==> src/shared/cdrlm_consts.svh <==
// Constants for the clock-recovery lock-mode controller.
// How it works
// - Reset always starts in reference-lock mode.
// - Auto: enter data-lock on ref lock, ppm, phase; detect in PCIe only.
// - Auto: ppm excess returns to reference-lock.
// - PCIe auto: signal loss returns to reference-lock.
// - Status output shows current lock mode.
// - Auto: drift from missing transitions returns reference-lock.
// - Manual: mode from two control bits; the receiver-reset bit or multiplier use forces reference-lock.
// - Phase detector off in reference-lock; ref lock first.
// - Reference-lock loop uses feedback and post-scale counters.
// - Pre-scale divide is 1, 2, 4 or 8.
// - Feedback multiply is 4,5,8,10,12,16,20,25.
// - Reference-loop post-scale is 1, 2, 4, 8.
// - Data-loop post-scale is 1, 2, 4, 8.
// - First serial bit is word LSB.
// - Word aligner drives clock slip for alignment.
// - Transmit clock multiplier use forces reference-lock.
// - Word widths 8, 10, 16 or 20.
`ifndef CDRLM_CONSTS_SVH
`define CDRLM_CONSTS_SVH
`define CDRLM_OFF_CTRL    12'h000
`define CDRLM_OFF_DIV     12'h004
`define CDRLM_OFF_STATUS  12'h008
`define CDRLM_OFF_DATA    12'h00C
`define CDRLM_CTRL_RST    6'h01
`define CDRLM_DIV_RST     11'h000
`define CDRLM_CTRL_W      6
`define CDRLM_DIV_W       11
`define CDRLM_CTL_MANUAL  0
`define CDRLM_CTL_SETDATA 1
`define CDRLM_CTL_SETREF  2
`define CDRLM_CTL_PCIE    3
`define CDRLM_CTL_CDR     4
`define CDRLM_CTL_RXRST   5
`define CDRLM_MAXW        20
`endif

==> src/shared/cdrlm_pkg.sv <==
// Types for the clock-recovery lock-mode controller.
package cdrlm_pkg;
  typedef enum logic {CDRLM_ST_REF, CDRLM_ST_DATA} cdrlm_state_t;
  // Loop condition inputs from the analog detectors.
  typedef struct packed {
    logic ref_locked;
    logic ppm_ok;
    logic phase_ok;
    logic sig_detect;
  } cdrlm_loop_t;
  // Divider setting codes; every code maps to a legal factor.
  typedef struct packed {
    logic [1:0] width;
    logic [1:0] l_data;
    logic [1:0] l_ref;
    logic [2:0] m;
    logic [1:0] n;
  } cdrlm_div_t;
  typedef struct packed {
    logic [4:0] n;
    logic [4:0] m;
    logic [4:0] l_ref;
    logic [4:0] l_data;
  } cdrlm_fac_t;
endpackage

==> src/cdrlm_ctrl.sv <==
// Lock-mode controller with divider settings, deserializer and APB registers.
//
// Decided for this implementation: the APB register port and the register addresses.
`timescale 1ns/1ns
`default_nettype none
`include "cdrlm_consts.svh"
module cdrlm_ctrl
  import cdrlm_pkg::*;
#(
  parameter int MAXW = `CDRLM_MAXW
)(
  // Clock and reset.
  input  wire logic              pclk,
  input  wire logic              presetn,
  // APB slave.
  input  wire logic              psel,
  input  wire logic              penable,
  input  wire logic              pwrite,
  input  wire logic [11:0]       paddr,
  input  wire logic [31:0]       pwdata,
  output logic [31:0]            prdata,
  output logic                   pready,
  output logic                   pslverr,
  // Loop detector status.
  input  wire cdrlm_loop_t       loop_in,
  // Serial data and word aligner slip request.
  input  wire logic              ser_bit,
  input  wire logic              ser_valid,
  input  wire logic              slip_req,
  // Loop control and status.
  output logic                   rx_data_locked_status,
  output logic                   reference_lock_mode,
  output logic                   phase_det_en,
  output cdrlm_fac_t             fac_out,
  output logic [4:0]             active_post_div,
  // Parallel word.
  output logic [MAXW-1:0]        par_word,
  output logic                   par_valid
);

  cdrlm_state_t          state_r;
  cdrlm_state_t          state_nxt;
  logic [5:0]            ctrl_r;
  cdrlm_div_t            div_r;
  logic [31:0]           rdata_r;
  logic [MAXW-1:0]       shift_r;
  logic [MAXW-1:0]       shift_nxt;
  logic [MAXW-1:0]       word_mask;
  logic [MAXW-1:0]       par_word_r;
  logic                  par_valid_r;
  logic [4:0]            cnt_r;
  logic                  slip_pend_r;
  logic                  status_r;

  // Register decode.
  wire        setup     = psel & ~penable;
  wire        wr_acc    = psel & penable & pwrite;
  wire        hit_ctrl  = (paddr == `CDRLM_OFF_CTRL);
  wire        hit_div   = (paddr == `CDRLM_OFF_DIV);
  wire        hit_stat  = (paddr == `CDRLM_OFF_STATUS);
  wire        hit_data  = (paddr == `CDRLM_OFF_DATA);
  wire        hit_any   = hit_ctrl | hit_div | hit_stat | hit_data;
  wire        ro_write  = pwrite & (hit_stat | hit_data);
  wire [31:0] rd_mux    = hit_ctrl ? {26'h000_0000, ctrl_r} :
                          hit_div  ? {21'h00_0000, div_r} :
                          hit_stat ? {26'h000_0000, slip_pend_r, loop_in, status_r} :
                          hit_data ? {{(32-MAXW){1'b0}}, par_word_r} : 32'h0000_0000;

  assign pready  = 1'b1;
  assign pslverr = psel & penable & (~hit_any | ro_write);
  assign prdata  = rdata_r;

  always_ff @(posedge pclk or negedge presetn)
  begin
    if (!presetn)
    begin
      ctrl_r  <= `CDRLM_CTRL_RST;
      div_r   <= `CDRLM_DIV_RST;
      rdata_r <= 32'h0000_0000;
    end
    else
    begin
      if (wr_acc && hit_ctrl)
        ctrl_r <= pwdata[`CDRLM_CTRL_W-1:0];
      if (wr_acc && hit_div)
        div_r <= pwdata[`CDRLM_DIV_W-1:0];
      if (setup)
        rdata_r <= rd_mux;
    end
  end

  // Control fields.
  wire manual   = ctrl_r[`CDRLM_CTL_MANUAL];
  wire set_data = ctrl_r[`CDRLM_CTL_SETDATA];
  wire set_ref  = ctrl_r[`CDRLM_CTL_SETREF];
  wire pcie     = ctrl_r[`CDRLM_CTL_PCIE];
  wire cdr_use  = ctrl_r[`CDRLM_CTL_CDR];
  wire rx_rst   = ctrl_r[`CDRLM_CTL_RXRST];

  // Entry needs reference lock, ppm and phase, plus signal in PCIe.
  wire enter_ok = loop_in.ref_locked & loop_in.ppm_ok & loop_in.phase_ok &
                  (~pcie | loop_in.sig_detect);
  wire exit_ok  = ~loop_in.ppm_ok | (pcie & ~loop_in.sig_detect);

  always_comb
  begin
    state_nxt = state_r;
    if (rx_rst || !cdr_use)
      state_nxt = CDRLM_ST_REF;
    else if (manual)
    begin
      if (set_ref)
        state_nxt = CDRLM_ST_REF;
      else if (set_data)
        state_nxt = CDRLM_ST_DATA;
      else
        state_nxt = state_r;
    end
    else
    begin
      case (state_r)
        CDRLM_ST_REF:  if (enter_ok) state_nxt = CDRLM_ST_DATA;
        CDRLM_ST_DATA: if (exit_ok) state_nxt = CDRLM_ST_REF;
        default:       state_nxt = CDRLM_ST_REF;
      endcase
    end
  end

  always_ff @(posedge pclk or negedge presetn)
  begin
    if (!presetn)
      state_r <= CDRLM_ST_REF;
    else
      state_r <= state_nxt;
  end

  wire in_data = (state_r == CDRLM_ST_DATA);
  always_comb status_r = in_data;
  assign rx_data_locked_status = status_r;
  assign reference_lock_mode   = ~in_data;
  assign phase_det_en          = in_data;

  // Divider factors; the code widths admit only legal factors.
  function automatic logic [4:0] pow2(input logic [1:0] c);
    pow2 = 5'h01 << c;
  endfunction
  function automatic logic [4:0] mfac(input logic [2:0] c);
    case (c)
      3'h0:    mfac = 5'd4;
      3'h1:    mfac = 5'd5;
      3'h2:    mfac = 5'd8;
      3'h3:    mfac = 5'd10;
      3'h4:    mfac = 5'd12;
      3'h5:    mfac = 5'd16;
      3'h6:    mfac = 5'd20;
      default: mfac = 5'd25;
    endcase
  endfunction
  function automatic logic [4:0] wlen(input logic [1:0] c);
    case (c)
      2'h0:    wlen = 5'd8;
      2'h1:    wlen = 5'd10;
      2'h2:    wlen = 5'd16;
      default: wlen = 5'd20;
    endcase
  endfunction

  assign fac_out.n      = pow2(div_r.n);
  assign fac_out.m      = mfac(div_r.m);
  assign fac_out.l_ref  = pow2(div_r.l_ref);
  assign fac_out.l_data = pow2(div_r.l_data);
  // Reference loop runs through the reference post-scale counter.
  assign active_post_div = in_data ? fac_out.l_data : fac_out.l_ref;

  // Deserializer: bit k of the word is the k-th received bit.
  wire [4:0] wl      = wlen(div_r.width);
  wire       take    = in_data & ser_valid & ~slip_pend_r;
  wire       slip_go = in_data & ser_valid & slip_pend_r;
  wire       last    = take & (cnt_r == wl - 5'd1);

  genvar gi;
  generate
    for (gi = 0; gi < MAXW; gi++)
    begin : g_bit
      assign shift_nxt[gi] = (take && cnt_r == 5'(gi)) ? ser_bit : shift_r[gi];
      assign word_mask[gi] = (5'(gi) < wl);
    end
  endgenerate

  always_ff @(posedge pclk or negedge presetn)
  begin
    if (!presetn)
    begin
      shift_r     <= '0;
      cnt_r       <= 5'h00;
      par_word_r  <= '0;
      par_valid_r <= 1'b0;
      slip_pend_r <= 1'b0;
    end
    else
    begin
      shift_r     <= in_data ? shift_nxt : '0;
      cnt_r       <= (!in_data || last) ? 5'h00 : cnt_r + 5'(take);
      par_valid_r <= last;
      if (last)
        par_word_r <= shift_nxt & word_mask;
      // A new slip request wins over the slip being consumed.
      slip_pend_r <= slip_req | (slip_pend_r & ~slip_go);
    end
  end

  assign par_word  = par_word_r;
  assign par_valid = par_valid_r;

  a_reset_ref_mode: assert property (@(posedge pclk)
    $rose(presetn) |-> state_r == CDRLM_ST_REF)
    else $error("Not in reference-lock after reset.");
  a_auto_enter: assert property (@(posedge pclk) disable iff (!presetn)
    $rose(in_data) && !$past(manual) |-> $past(enter_ok))
    else $error("Automatic data-lock entry without conditions.");
  a_auto_ppm_exit: assert property (@(posedge pclk) disable iff (!presetn)
    in_data && !manual && !loop_in.ppm_ok |=> !in_data)
    else $error("Stayed in data-lock with ppm out of range.");
  a_pcie_sd_exit: assert property (@(posedge pclk) disable iff (!presetn)
    in_data && !manual && pcie && !loop_in.sig_detect |=> !in_data)
    else $error("Stayed in data-lock after signal loss.");
  a_status_follows: assert property (@(posedge pclk) disable iff (!presetn)
    $changed(state_r) |-> $changed(rx_data_locked_status))
    else $error("Status did not follow mode change.");
  a_manual_select: assert property (@(posedge pclk) disable iff (!presetn)
    manual && cdr_use && !rx_rst && set_data && !set_ref |=> in_data)
    else $error("Manual data-lock request ignored.");
  a_manual_ref_wins: assert property (@(posedge pclk) disable iff (!presetn)
    manual && set_ref ##1 1'b1 |-> !in_data)
    else $error("Reference-lock did not win.");
  a_phase_det_off: assert property (@(posedge pclk) disable iff (!presetn)
    reference_lock_mode |-> !phase_det_en)
    else $error("Phase detector active in reference-lock.");
  a_tx_mult_ref: assert property (@(posedge pclk) disable iff (!presetn)
    !cdr_use |=> !in_data)
    else $error("Data-lock while used as clock multiplier.");
  a_mult_legal: assert property (@(posedge pclk) disable iff (!presetn)
    fac_out.m inside {5'd4, 5'd5, 5'd8, 5'd10, 5'd12, 5'd16, 5'd20, 5'd25})
    else $error("Illegal feedback factor.");
  a_slip_drop: assert property (@(posedge pclk) disable iff (!presetn)
    slip_go && !slip_req |=> !slip_pend_r && $stable(cnt_r))
    else $error("Slip did not drop one bit.");
  a_word_len: assert property (@(posedge pclk) disable iff (!presetn)
    par_valid |-> $past(cnt_r) == $past(wl) - 5'd1)
    else $error("Word emitted at wrong length.");

endmodule
`default_nettype wire

==> config.mk <==
export PLATFORM = sky130hd
export DESIGN_NAME = cdrlm_ctrl
export DESIGN_NICKNAME = d
export VERILOG_FILES = /design/src/shared/cdrlm_pkg.sv /design/src/cdrlm_ctrl.sv
export VERILOG_INCLUDE_DIRS = /design/src /design/src/shared
export SDC_FILE = /design/constraint.sdc
export NUM_CORES = 1
export LEC_CHECK = 0
export BUFFER_PORTS_ARGS = -buffer_cell sky130_fd_sc_hd__buf_2
export CELL_PAD_IN_SITES_DETAIL_PLACEMENT = 0
export CELL_PAD_IN_SITES_GLOBAL_PLACEMENT = 1
export CORE_UTILIZATION = 39
export CTS_CLUSTER_DIAMETER = 30
export DETAILED_ROUTE_END_ITERATION = 7
export HOLD_SLACK_MARGIN = 0.1
export PLACE_DENSITY = 0.86
export SYNTH_ARGS = -nofsm -noshare
export SYNTH_HDL_FRONTEND = slang
export SYNTH_SLANG_ARGS = --single-unit
==> constraint.sdc <==
create_clock -name pclk -period 2.44 [get_ports pclk]
set_input_delay 0.488 -clock pclk [delete_from_list [all_inputs] [get_ports pclk]]
set_output_delay 0.488 -clock pclk [all_outputs]
set_load 0.02 [all_outputs]
Word-level counts from Yosys, hierarchy flattened
Index checks and enable logic that the tools add are counted.
- flip-flop bits (word level): 97
- input port bits: 56
- output and inout bits: 83
- logic and storage cells: 167
- add/sub/neg operators: 2
- magnitude comparators: 20
- equal/unequal tests: 32
- shifts and indexed selects: 3
- muxes and demuxes: 36
- bitwise logic cells: 31
- reduce and logical (&&, ||, !) cells: 30
- operators by type and width (operator ; number):
    $mux 20 ; 5
    $eq 5x4->1 const B ; 8
    $lt 4x5->1 const A ; 8
    $pmux 5 s7 ; 1
    $mux 1 ; 26
    $eq 12x4->1 const B ; 2
    $logic_and 1x1->1 ; 22
    $and 20x20->20 ; 1
    $eq 5x3->1 const B ; 4
    $eq 5x5->1 const B ; 4
    $lt 3x5->1 const A ; 4
    $lt 5x5->1 const A ; 4
    $pmux 5 s3 ; 1
    $shl 1x2->5 const A ; 3
    $and 1x1->1 ; 14
    $eq 12x3->1 const B ; 1
    $logic_not 12->1 ; 1
    $eq 5x2->1 const B ; 2
    $lt 1x5->1 const A ; 2
    $lt 2x5->1 const A ; 2
    $mux 5 ; 2
    $eq 3x3->1 const B ; 3
    $not 1->1 ; 8
    $or 1x1->1 ; 8
    other kinds (15) ; 18

Depth between registers and ports, before layout
Gate-level depths: netlist (run 1).
- depth in word-level cells: 7
- mapped depth: 8
- mapped depth without buffers: 7

Least setup slack after synthesis (run 1)
Ideal clock, no wire load.
- path type: input-to-reg
- start point: input paddr[1]
- end point: register div_r[0] (netlist name)
- library setup time: 0.125 ns
- arrival: 2.150 ns
- data required time: 2.315 ns
- setup slack: 0.165 ns
- stages: 5
- cell sequence: or4_4 -> nor4_4 -> and3_4 -> buf_12 -> mux2_4
- longest elaborated chain between the ends: 2
- ends and longest elaborated chain (element ; RTL line ; source):
    start, declared ; cdrlm_ctrl.sv:19 ; input wire logic [11:0] paddr,
    $eq 12x3->1 (no line) ; n/a ;
    $logic_and 1x1->1 ; cdrlm_ctrl.sv:85 ; if (wr_acc && hit_div)
    end signal, assigned ; cdrlm_ctrl.sv:78 ; div_r <= `CDRLM_DIV_RST;
    end signal, assigned ; cdrlm_ctrl.sv:86 ; div_r <= pwdata[`CDRLM_DIV_W-1:0];
    end, declared ; cdrlm_ctrl.sv:44 ; cdrlm_div_t div_r;
Every way passes these cells.
A chain may end at the register's enable or synchronous reset.

Worst setup path in the final report (run 1)
- start point: register div_r[9] (netlist name)
- end point: register cnt_r[1]
- longest elaborated chain between the ends: 7
- ends and longest elaborated chain (element ; RTL line ; source):
    $eq 2x2->1 (tied with other cells) ; cdrlm_ctrl.sv:160 ; case (c)
    $pmux 5 s3 * ; cdrlm_ctrl.sv:160 ;
    $sub 5x1->5 * ; cdrlm_ctrl.sv:179 ; wire last = take & (cnt_r == wl - 5'd1);
    $eq 5x5->1 * ; cdrlm_ctrl.sv:179 ;
    $and 1x1->1 * ; cdrlm_ctrl.sv:179 ;
    $logic_or 1x1->1 * ; cdrlm_ctrl.sv:203 ; cnt_r <= (!in_data || last) ? 5'h00 : cnt_r + 5'(take);
    $mux 5 * ; cdrlm_ctrl.sv:203 ;
    end signal, assigned ; cdrlm_ctrl.sv:203 ;
    end, declared ; cdrlm_ctrl.sv:51 ; logic [4:0] cnt_r;
Mark *: on every way between the ends. The rest lies on a longest branch, timed or not.

==> out/results.tsv, run 1 <==
metric	value	unit
Pwr per Cell Area	527	nW/um2
Num CTS Buffers	9	
Pleak	2.51	nW
crit path DAT	2.62	ns
number of max-cap violations	0	
met1 GRT Util	24.5	%
n_diodes	0	
slowest cell on the critical path	or3b_2	
Hold Crit Class	input pin to async pin	
later-pin clock latency in the skew report	0.37	ns
Die X	107	um
number of routed nets with antenna violations	0	
Worst-path clk slew	0.08	ns
Die H	107	um
grt met2 use	27.5	%
compound-cell area share of the yosys netlist	8.41	%
CP top delay family	simple AND/OR/NAND/NOR gates	
Core Area	10500	um2
final-report hold violation count	0	
Pins Over Slew Limit	0	
cell count after synthesis	369	
I/O pin count	139	
Critical Path Source	div_r[9]	
vias in the first global route	3039	
Syn-to-layout area delta	19.3	%
Yosys reg bits	85	
antenna violations before repair	0	
peak-usage layer in the global routing report	met2	
clock buffer depth	2	
Hold-fix buffers, CTS	0	
register area share after synthesis	49.8	%
port bufs	100	
reg2reg start	div_r[9]	
most frequent cells in the layout	buf_2 (99), dfrtp_1 (82), nor2_1 (28)	
Worst VDD drop	331	uV
row cnt	37	
H-tree levels	3	
Avg Cell Area, Syn	11.6	um2
GRT Overall Usage	17.6	%
Simple-Gate Fraction of Synth Area	15.8	%
commonest non-fill, non-tap cell in the layout	buf_2	
crit path cell chain	ha_1 -> or3b_2 -> a2111oi_4 -> buf_4 -> nand2_1 -> buf_4 -> and3_1	
crit-path max cell delay	0.51	ns
Sinks on Clock Net	85	
Pre-Repair DR Iteration Count	5	
count of cell types in the netlist	47	
fmax	0.422	GHz
root buf cell	clkbuf_8	
mux cell area share after synthesis	15.7	%
ratio of cells with drive above 1 in the final layout	34.8	%
Routed WL	9.56	mm
Cell Area, Placed	4850	um2
Startpoint Class	register	
wire per inst	15.7	um
Critical Setup Path Class	register to register	
largest net degree at the start of global routing	47	
Synth Warn #	0	
Crit path top cell by count	buf_4	
Via density	5.20	
status	finished clean	
Critical Path End Type	register	
Max-slew headroom	60.3	%
post-synthesis adder-cell area fraction	2.34	%
XOR/XNOR share of the synthesized area	1.64	%
Worst EP required	2.69	ns
initial core utilization	40.8	%
total power	2.68	mW
Period minus WS final	2.37	ns
Worst Path Max Fanout	16	
slew at the pin closest to its max-slew limit	0.596	ns
Final Cycle Share	97.2	%
nets	530	
GR Overflow Total	0	
Iter 0 DRT Violations	206	
main combinational cell family by area after synthesis	simple AND/OR/NAND/NOR gates	
routing usage on met3	3.16	%
CTS tree	done	
Mapped Area	4270	um2
Worst Path Buf+Inv	2	
global-route wire length before repair	15.5	mm
DR DRC count	0	
Setup violations, final	0	
die area	11400	um2
Final Wtd Congestion	0.827	
final instance area	5100	um2
vias	3159	
placed wire-length estimate	7.11	mm
Fin Clk Skew	0.0131	ns
==> kinds of logic after synthesis <==
| family | count (synthesis) |
|---|---|
| simple gates | 124 |
| flops | 85 |
| buf+inv | 46 |
| other cells | 2 |
| mux | 53 |
| compound gates | 43 |
| fa+ha+maj | 8 |
| xor+xnor | 8 |
==> area by class of cell <==
class | instances | area, um2
clock buffer | 11 | 151
tap | 136 | 170
inverter | 5 | 18.8
clock inverter | 5 | 81.3
sequential | 85 | 2130
multi-input combinational | 253 | 1940
fill | 978 | 5370
timing repair buffer | 112 | 606
==> cells in the mapped netlist, drive strengths merged <==
master	count	area [um2]
dfrtp	84	2100
nor2	28	105
mux2i	26	260
nand2	23	86.3
buf	22	170
mux2	21	274
o2bb2ai	20	175
clkbuf	19	71.3
nand3	14	75.1
nor3	11	55.1
a22o	9	78.8
and3	8	55.1
ha	8	100
nor2b	8	50.1
nor4	7	58.8
mux4	6	135
nand2b	6	37.5
inv	5	18.8
o21ai	5	25.0
xnor2	5	43.8
and2	4	25.0
a21oi	3	15.0
or4	3	26.3
xor2	3	26.3
conb	2	7.51
nand3b	2	15.0
nor3b	2	15.0
nor4b	2	17.5
o211ai	2	15.0
a2111oi	1	27.5
a21o	1	7.51
and3b	1	8.76
and4b	1	10.0
dfstp	1	26.3
nand4	1	6.26
nand4b	1	8.76
nand4bb	1	11.3
o21a	1	7.51
o21bai	1	7.51
or3b	1	8.76
==> stage by stage <==
step                      TNS [ns]  instances  hold slack (ns)  setup slack (ns)  util [%]
after detailed placement         0        589            0.455           0.00911      46.3
after global placement           0        589            0.451            0.0843      46.3
after global routing       -0.0781        607            0.168           -0.0215      48.7
final                            0        607            0.125            0.0676      48.7
after floorplan                  0        384            0.192             0.165         -
after CTS                        0        605            0.142           0.00271      48.5
==> report_power, final <==
| group | switching [mW] | internal [mW] |
|---|---|---|
| clock | 0.511 | 0.634 |
| combinational | 0.0902 | 0.0409 |
| sequential | 0.000533 | 1.41 |
==> sequential cells by signal, summed over array words and instances, names as in the netlist <==
signal,count
slip_pend_r,1
cnt_r,5
ctrl_r,6
div_r,11
par_valid,1
phase_det_en,1
par_word,20
prdata,20
shift_r,20
==> timing repair <==
action | CTS | global route
gates resized for setup | 0 | 2
hold endpoints to repair | 0 | 0
buffers inserted | 0 | 2
setup endpoints to repair | 0 | 25
==> metal layers <==
metal | share of wire (%) | vias up
met4 | 1.7 | 0
met2 | 47 | 103
li1 | - | 1474
met3 | 5.5 | 14
met1 | 46 | 1568
met5 | 0 | -
==> path summary, 6_finish.rpt <==
kind / end / slack (ns) / cells after the start
min in group pclk: slip_pend_r / 0.31 / 2
max in group asynchronous: shift_r[9] / 1.67 / 2
min: div_r[1] / 0.13 / 1
min reg2reg: prdata[1] / 0.48 / 2
max reg2reg: cnt_r[1] / 0.07 / 7
max: cnt_r[1] / 0.07 / 7
(Power assumes the default switching activity.)
==> run 2, diff against run 1 <==
Settings changed: GPL_TIMING_DRIVEN set to 0, HOLD_SLACK_MARGIN 0.1 to unset.
==> out/results.tsv, run 2 (synthesis results as in run 1) <==
metric	value	unit	change
Startpoint Class	register		unchanged
GRT Overall Usage	18.4	%	was 17.6%
met1 GRT Util	24.3	%	was 24.5%
Worst EP required	2.66	ns	was 2.69 ns
number of max-cap violations	0		unchanged
Period minus WS final	2.33	ns	was 2.37 ns
Hold Crit Class	input pin to register		was input pin to async pin
Max-slew headroom	50.7	%	was 60.3%
grt met2 use	30.6	%	was 27.5%
crit path DAT	2.55	ns	was 2.62 ns
Core Area	10500	um2	unchanged
Pre-Repair DR Iteration Count	4		was 5
n_diodes	0		unchanged
port bufs	98		was 100
Syn-to-layout area delta	24.4	%	was 19.3%
crit path cell chain	ha_1 -> or3b_2 -> a2111oi_4 -> nand2_2 -> buf_2 -> o2bb2ai_1		was ha_1 -> or3b_2 -> a2111oi_4 -> buf_4 -> nand2_1 -> buf_4 -> and3_1
initial core utilization	40.8	%	unchanged
nets	565		was 530
Via density	5.05		was 5.20
slowest cell on the critical path	or3b_2		unchanged
slew at the pin closest to its max-slew limit	0.739	ns	was 0.596 ns
Critical Path End Type	register		unchanged
peak-usage layer in the global routing report	met2		unchanged
status	finished clean		unchanged
placed wire-length estimate	7.57	mm	was 7.11 mm
Pins Over Slew Limit	0		unchanged
fmax	0.428	GHz	was 0.422 GHz
Routed WL	10.1	mm	was 9.56 mm
Worst Path Buf+Inv	1		was 2
Critical Setup Path Class	register to register		unchanged
die area	11400	um2	unchanged
largest net degree at the start of global routing	73		was 47
wire per inst	15.7	um	about the same
clock buffer depth	2		unchanged
vias in the first global route	3257		was 3,039
row cnt	37		unchanged
Num CTS Buffers	9		unchanged
Final Wtd Congestion	0.837		was 0.827
I/O pin count	139		unchanged
global-route wire length before repair	16.3	mm	was 15.5 mm
Post-Place Worst Slack	-0.141	ns	was 0.00911 ns
Worst Path Max Fanout	10		was 16
Setup violations, final	0		unchanged
Pleak	2.64	nW	was 2.51 nW
later-pin clock latency in the skew report	0.35	ns	was 0.37 ns
Iter 0 DRT Violations	158		was 206
routing usage on met3	3.77	%	was 3.16%
Pwr per Cell Area	504	nW/um2	was 527 nW/um2
vias	3240		was 3,159
Worst VDD drop	286	uV	was 331 uV
DR DRC count	0		unchanged
final-report hold violation count	0		unchanged
hold path cells	2		
stages on the worst setup path	6		was 7
Placed Cells	619		was 589
H-tree levels	3		unchanged
CP top delay family	simple AND/OR/NAND/NOR gates		unchanged
GR Overflow Total	0		unchanged
CTS tree	done		unchanged
fin cells	642		was 607
commonest non-fill, non-tap cell in the layout	buf_2		unchanged
Die X	107	um	unchanged
Fin Clk Skew	0.00899	ns	was 0.0131 ns
Final Cycle Share	95.7	%	was 97.2%
root buf cell	clkbuf_8		unchanged
Die H	107	um	unchanged
Sinks on Clock Net	85		unchanged
Setup WS post-layout	0.105	ns	was 0.0676 ns
most frequent cells in the layout	buf_2 (99), dfrtp_1 (82), nor2_1 (28)		unchanged
worst reg-to-reg path cell count	6		was 7
crit-path max cell delay	0.51	ns	about the same
Worst-path clk slew	0.08	ns	about the same
total power	2.68	mW	about the same
number of routed nets with antenna violations	0		unchanged
ratio of cells with drive above 1 in the final layout	36.0	%	was 34.8%
antenna violations before repair	0		unchanged
## run 2: final timing paths
kind | end | slack (ns) | start
max reg2reg | par_word[8] | 0.11 | div_r[9]
min | slip_pend_r | 0.33 | slip_req
min reg2reg | phase_det_en | 0.48 | ctrl_r[5]
max | par_word[8] | 0.11 | div_r[9]
max in group asynchronous | shift_r[10] | 1.31 | presetn
min in group asynchronous | div_r[1] | 0.53 | presetn
## run 2: cell type report
type | count | area, um2
inverter | 5 | 18.8
timing repair buffer | 107 | 583
sequential | 85 | 2130
multi-input combinational | 253 | 1950
fill | 978 | 5150
buffer | 40 | 241
clock inverter | 5 | 82.6
tap | 136 | 170
clock buffer | 11 | 141
## run 2: metal layers
layer  routed length [um]  share of wire [%]
met5                    0                  0
met4                   65               0.65
met3                  568                5.6
met2                 4880                 48
met1                 4560                 45
## run 2: metrics by stage
stage	cell area, um2	hold WS (ns)	setup TNS (ns)	util (%)
finish	5310	0.330	0	50.8
global route	5310	0.351	-0.0142	50.8
CTS	5290	0.327	0	50.6
detailed placement	5020	0.360	-3.38	48.0
global placement	4990	0.454	-2.52	47.7
floorplan	4330	0.192	0	-
## run 2: power breakdown
| part | switching (mW) | internal, mW | total, mW | leakage, nW |
|---|---|---|---|---|
| logic | 0.0956 | 0.0611 | 0.157 | 1.35 |
| clock network | 0.506 | 0.609 | 1.12 | 0.114 |
| registers | 0.000472 | 1.41 | 1.41 | 1.18 |
| total | 0.602 | 2.08 | 2.68 | 2.64 |
## run 2: timing repair
action / CTS / global route
endpoints found under the hold margin: 13 / 0
gates resized for setup: 3 / 4
setup endpoints to repair: 21 / 21
hold buffers: 1 / 0
buffers inserted: 4 / 3
pin swaps: 3 / 3
==> run 3, diff against run 2 <==
Settings changed: REMOVE_ABC_BUFFERS set to 1.
==> out/results.tsv, run 3 (synthesis results as in run 1) <==
metric	value	unit	change
Final Cycle Share	96.4	%	was 95.7%
commonest non-fill, non-tap cell in the layout	buf_2		unchanged
Via density	5.19		was 5.05
status	finished clean		unchanged
Worst-path clk slew	0.09	ns	was 0.08 ns
worst reg-to-reg path cell count	7		was 6
global-route wire length before repair	16.0	mm	was 16.3 mm
die area	11400	um2	unchanged
Core Area	10500	um2	unchanged
Pre-Repair DR Iteration Count	4		unchanged
most frequent cells in the layout	buf_2 (99), dfrtp_1 (81), nor2_1 (28)		was buf_2 (99), dfrtp_1 (82), nor2_1 (28)
flop2flop setup slack	0.09	ns	was 0.11 ns
n_diodes	0		unchanged
I/O pin count	139		unchanged
crit path cell chain	ha_1 -> or3b_2 -> a2111oi_4 -> buf_6 -> o211ai_1 -> buf_4 -> o2bb2ai_1		was ha_1 -> or3b_2 -> a2111oi_4 -> nand2_2 -> buf_2 -> o2bb2ai_1
vias	3126		was 3,240
Iter 0 DRT Violations	130		was 158
end of the worst register-to-register path	par_word[11]		was par_word[8]
Hold-fix buffers, CTS	0		was 1
Startpoint Class	register		unchanged
grt met2 use	29.6	%	was 30.6%
fmax	0.425	GHz	was 0.428 GHz
Setup violations, final	0		unchanged
Critical Path End Type	register		unchanged
Pwr per Cell Area	483	nW/um2	was 504 nW/um2
slowest cell on the critical path	or3b_2		unchanged
ratio of cells with drive above 1 in the final layout	35.2	%	was 36.0%
Period minus WS final	2.35	ns	was 2.33 ns
met1 GRT Util	24.8	%	was 24.3%
Syn-to-layout area delta	18.0	%	was 24.4%
antenna violations before repair	0		unchanged
setup_tns	0	ns	unchanged
root buf cell	clkbuf_8		unchanged
clock buffer depth	2		unchanged
Die H	107	um	unchanged
initial core utilization	40.8	%	unchanged
Sinks on Clock Net	85		unchanged
Pins Over Slew Limit	0		unchanged
Fin Clk Skew	0.0124	ns	was 0.00899 ns
Pleak	2.46	nW	was 2.64 nW
Fillers	962		was 978
Worst VDD drop	285	uV	was 286 uV
crit-path max cell delay	0.52	ns	was 0.51 ns
Max-slew headroom	35.6	%	was 50.7%
Routed WL	9.89	mm	was 10.1 mm
routing usage on met3	3.77	%	unchanged
placed wire-length estimate	6.91	mm	was 7.57 mm
wire per inst	16.4	um	was 15.7 um
number of routed nets with antenna violations	0		unchanged
CTS tree	done		unchanged
H-tree levels	3		unchanged
largest net degree at the start of global routing	48		was 73
row cnt	37		unchanged
nets	525		was 565
number of max-cap violations	0		unchanged
final-report hold violation count	0		unchanged
Die X	107	um	unchanged
peak-usage layer in the global routing report	met2		unchanged
later-pin clock latency in the skew report	0.35	ns	about the same
Hold Crit Class	input pin to async pin		was input pin to register
slew at the pin closest to its max-slew limit	0.965	ns	was 0.739 ns
port bufs	100		was 98
DR DRC count	0		unchanged
Num CTS Buffers	9		unchanged
Worst EP required	2.72	ns	was 2.66 ns
GR Overflow Total	0		unchanged
hold slack	0.102	ns	was 0.330 ns
crit path DAT	2.63	ns	was 2.55 ns
reg2reg start	div_r[9]		unchanged
GRT Overall Usage	18.1	%	was 18.4%
Worst Path Max Fanout	7		was 10
Final Wtd Congestion	0.790		was 0.837
vias in the first global route	3147		was 3,257
Critical Setup Path Class	register to register		unchanged
run 3: cell types whose count changed in the layout (fill, tap and decap cells not counted), sizes merged:
cell,previous run,this run
clkinvlp,0,3
clkbuf,29,9
bufinv,2,0
dlygate4sd3,1,0
clkinv,2,4
buf,128,106
run 3: area by class of cell:
cell class / instances / area, um2 / share of cell area [%]
Timing Repair inverter: 1 / 5.00 / 0.0993
Timing Repair Buffer: 106 / 572 / 11.3
Clock inverter: 7 / 48.8 / 0.968
Multi-Input combinational cell: 253 / 1960 / 39.0
Sequential cell: 85 / 2130 / 42.3
Inverter: 5 / 22.5 / 0.447
Clock buffer: 9 / 124 / 2.46
Tap cell: 136 / 170 / 3.38
run 3: worst max-delay path, delay by kind of cell (launching register included):
kind / cells / cell delay (ns)
buf+inv: 2 / 0.39
compound gates: 3 / 0.61
fa+ha+maj: 1 / 0.28
simple gates: 1 / 0.52
flops: 1 / 0.47
run 3: worst max path at each step:
| stage | from | endpoint | slack (ns) | cells after the start |
|---|---|---|---|---|
| floorplan | div_r[9] | cnt_r[0] | -0.04 | 5 |
| global placement | div_r[10] | cnt_r[0] | -0.51 | 6 |
| detailed placement | div_r[10] | cnt_r[1] | -0.60 | 6 |
| CTS | div_r[10] | par_word[13] | 0.02 | 7 |
| global route | div_r[9] | par_word[9] | -0.01 | 7 |
| finish | div_r[9] | par_word[11] | 0.09 | 7 |
run 3: layer usage:
layer / vias to the layer above / share of wire, % / wire (um)
li1: 1467 / - / -
met1: 1546 / 45 / 4470
met2: 107 / 49 / 4800
met3: 6 / 5.4 / 538
met4: 0 / 0.73 / 72
met5: - / 0 / 0
run 3: power by group:
part	switching, mW	leakage, nW	internal (mW)	total (mW)
sequential	0.000548	1.17	1.41	1.41
clock	0.519	0.0898	0.373	0.892
combinational	0.0917	1.20	0.0401	0.132
total	0.611	2.46	1.82	2.43
run 3: timing repair:
action	4_1_cts	5_1_grt
resized for setup	6	4
setup buffers	4	1
endpoints found under the setup margin	30	25
pin swaps	2	1
cloned	1	0
run 3: per-stage QoR:
stage / utilization [%] / instance area, um2 / setup WS [ns] / cells / total power, mW
after floorplan: - / 4090 / -0.0435 / 343 / 1.48
after global placement: 45.5 / 4760 / -0.507 / 579 / 1.56
after detailed placement: 45.7 / 4790 / -0.597 / 580 / 1.57
after CTS: 47.9 / 5020 / 0.0190 / 601 / 2.46
after global routing: 48.2 / 5040 / -0.0101 / 602 / 2.53
final: 48.2 / 5040 / 0.0877 / 602 / 2.43
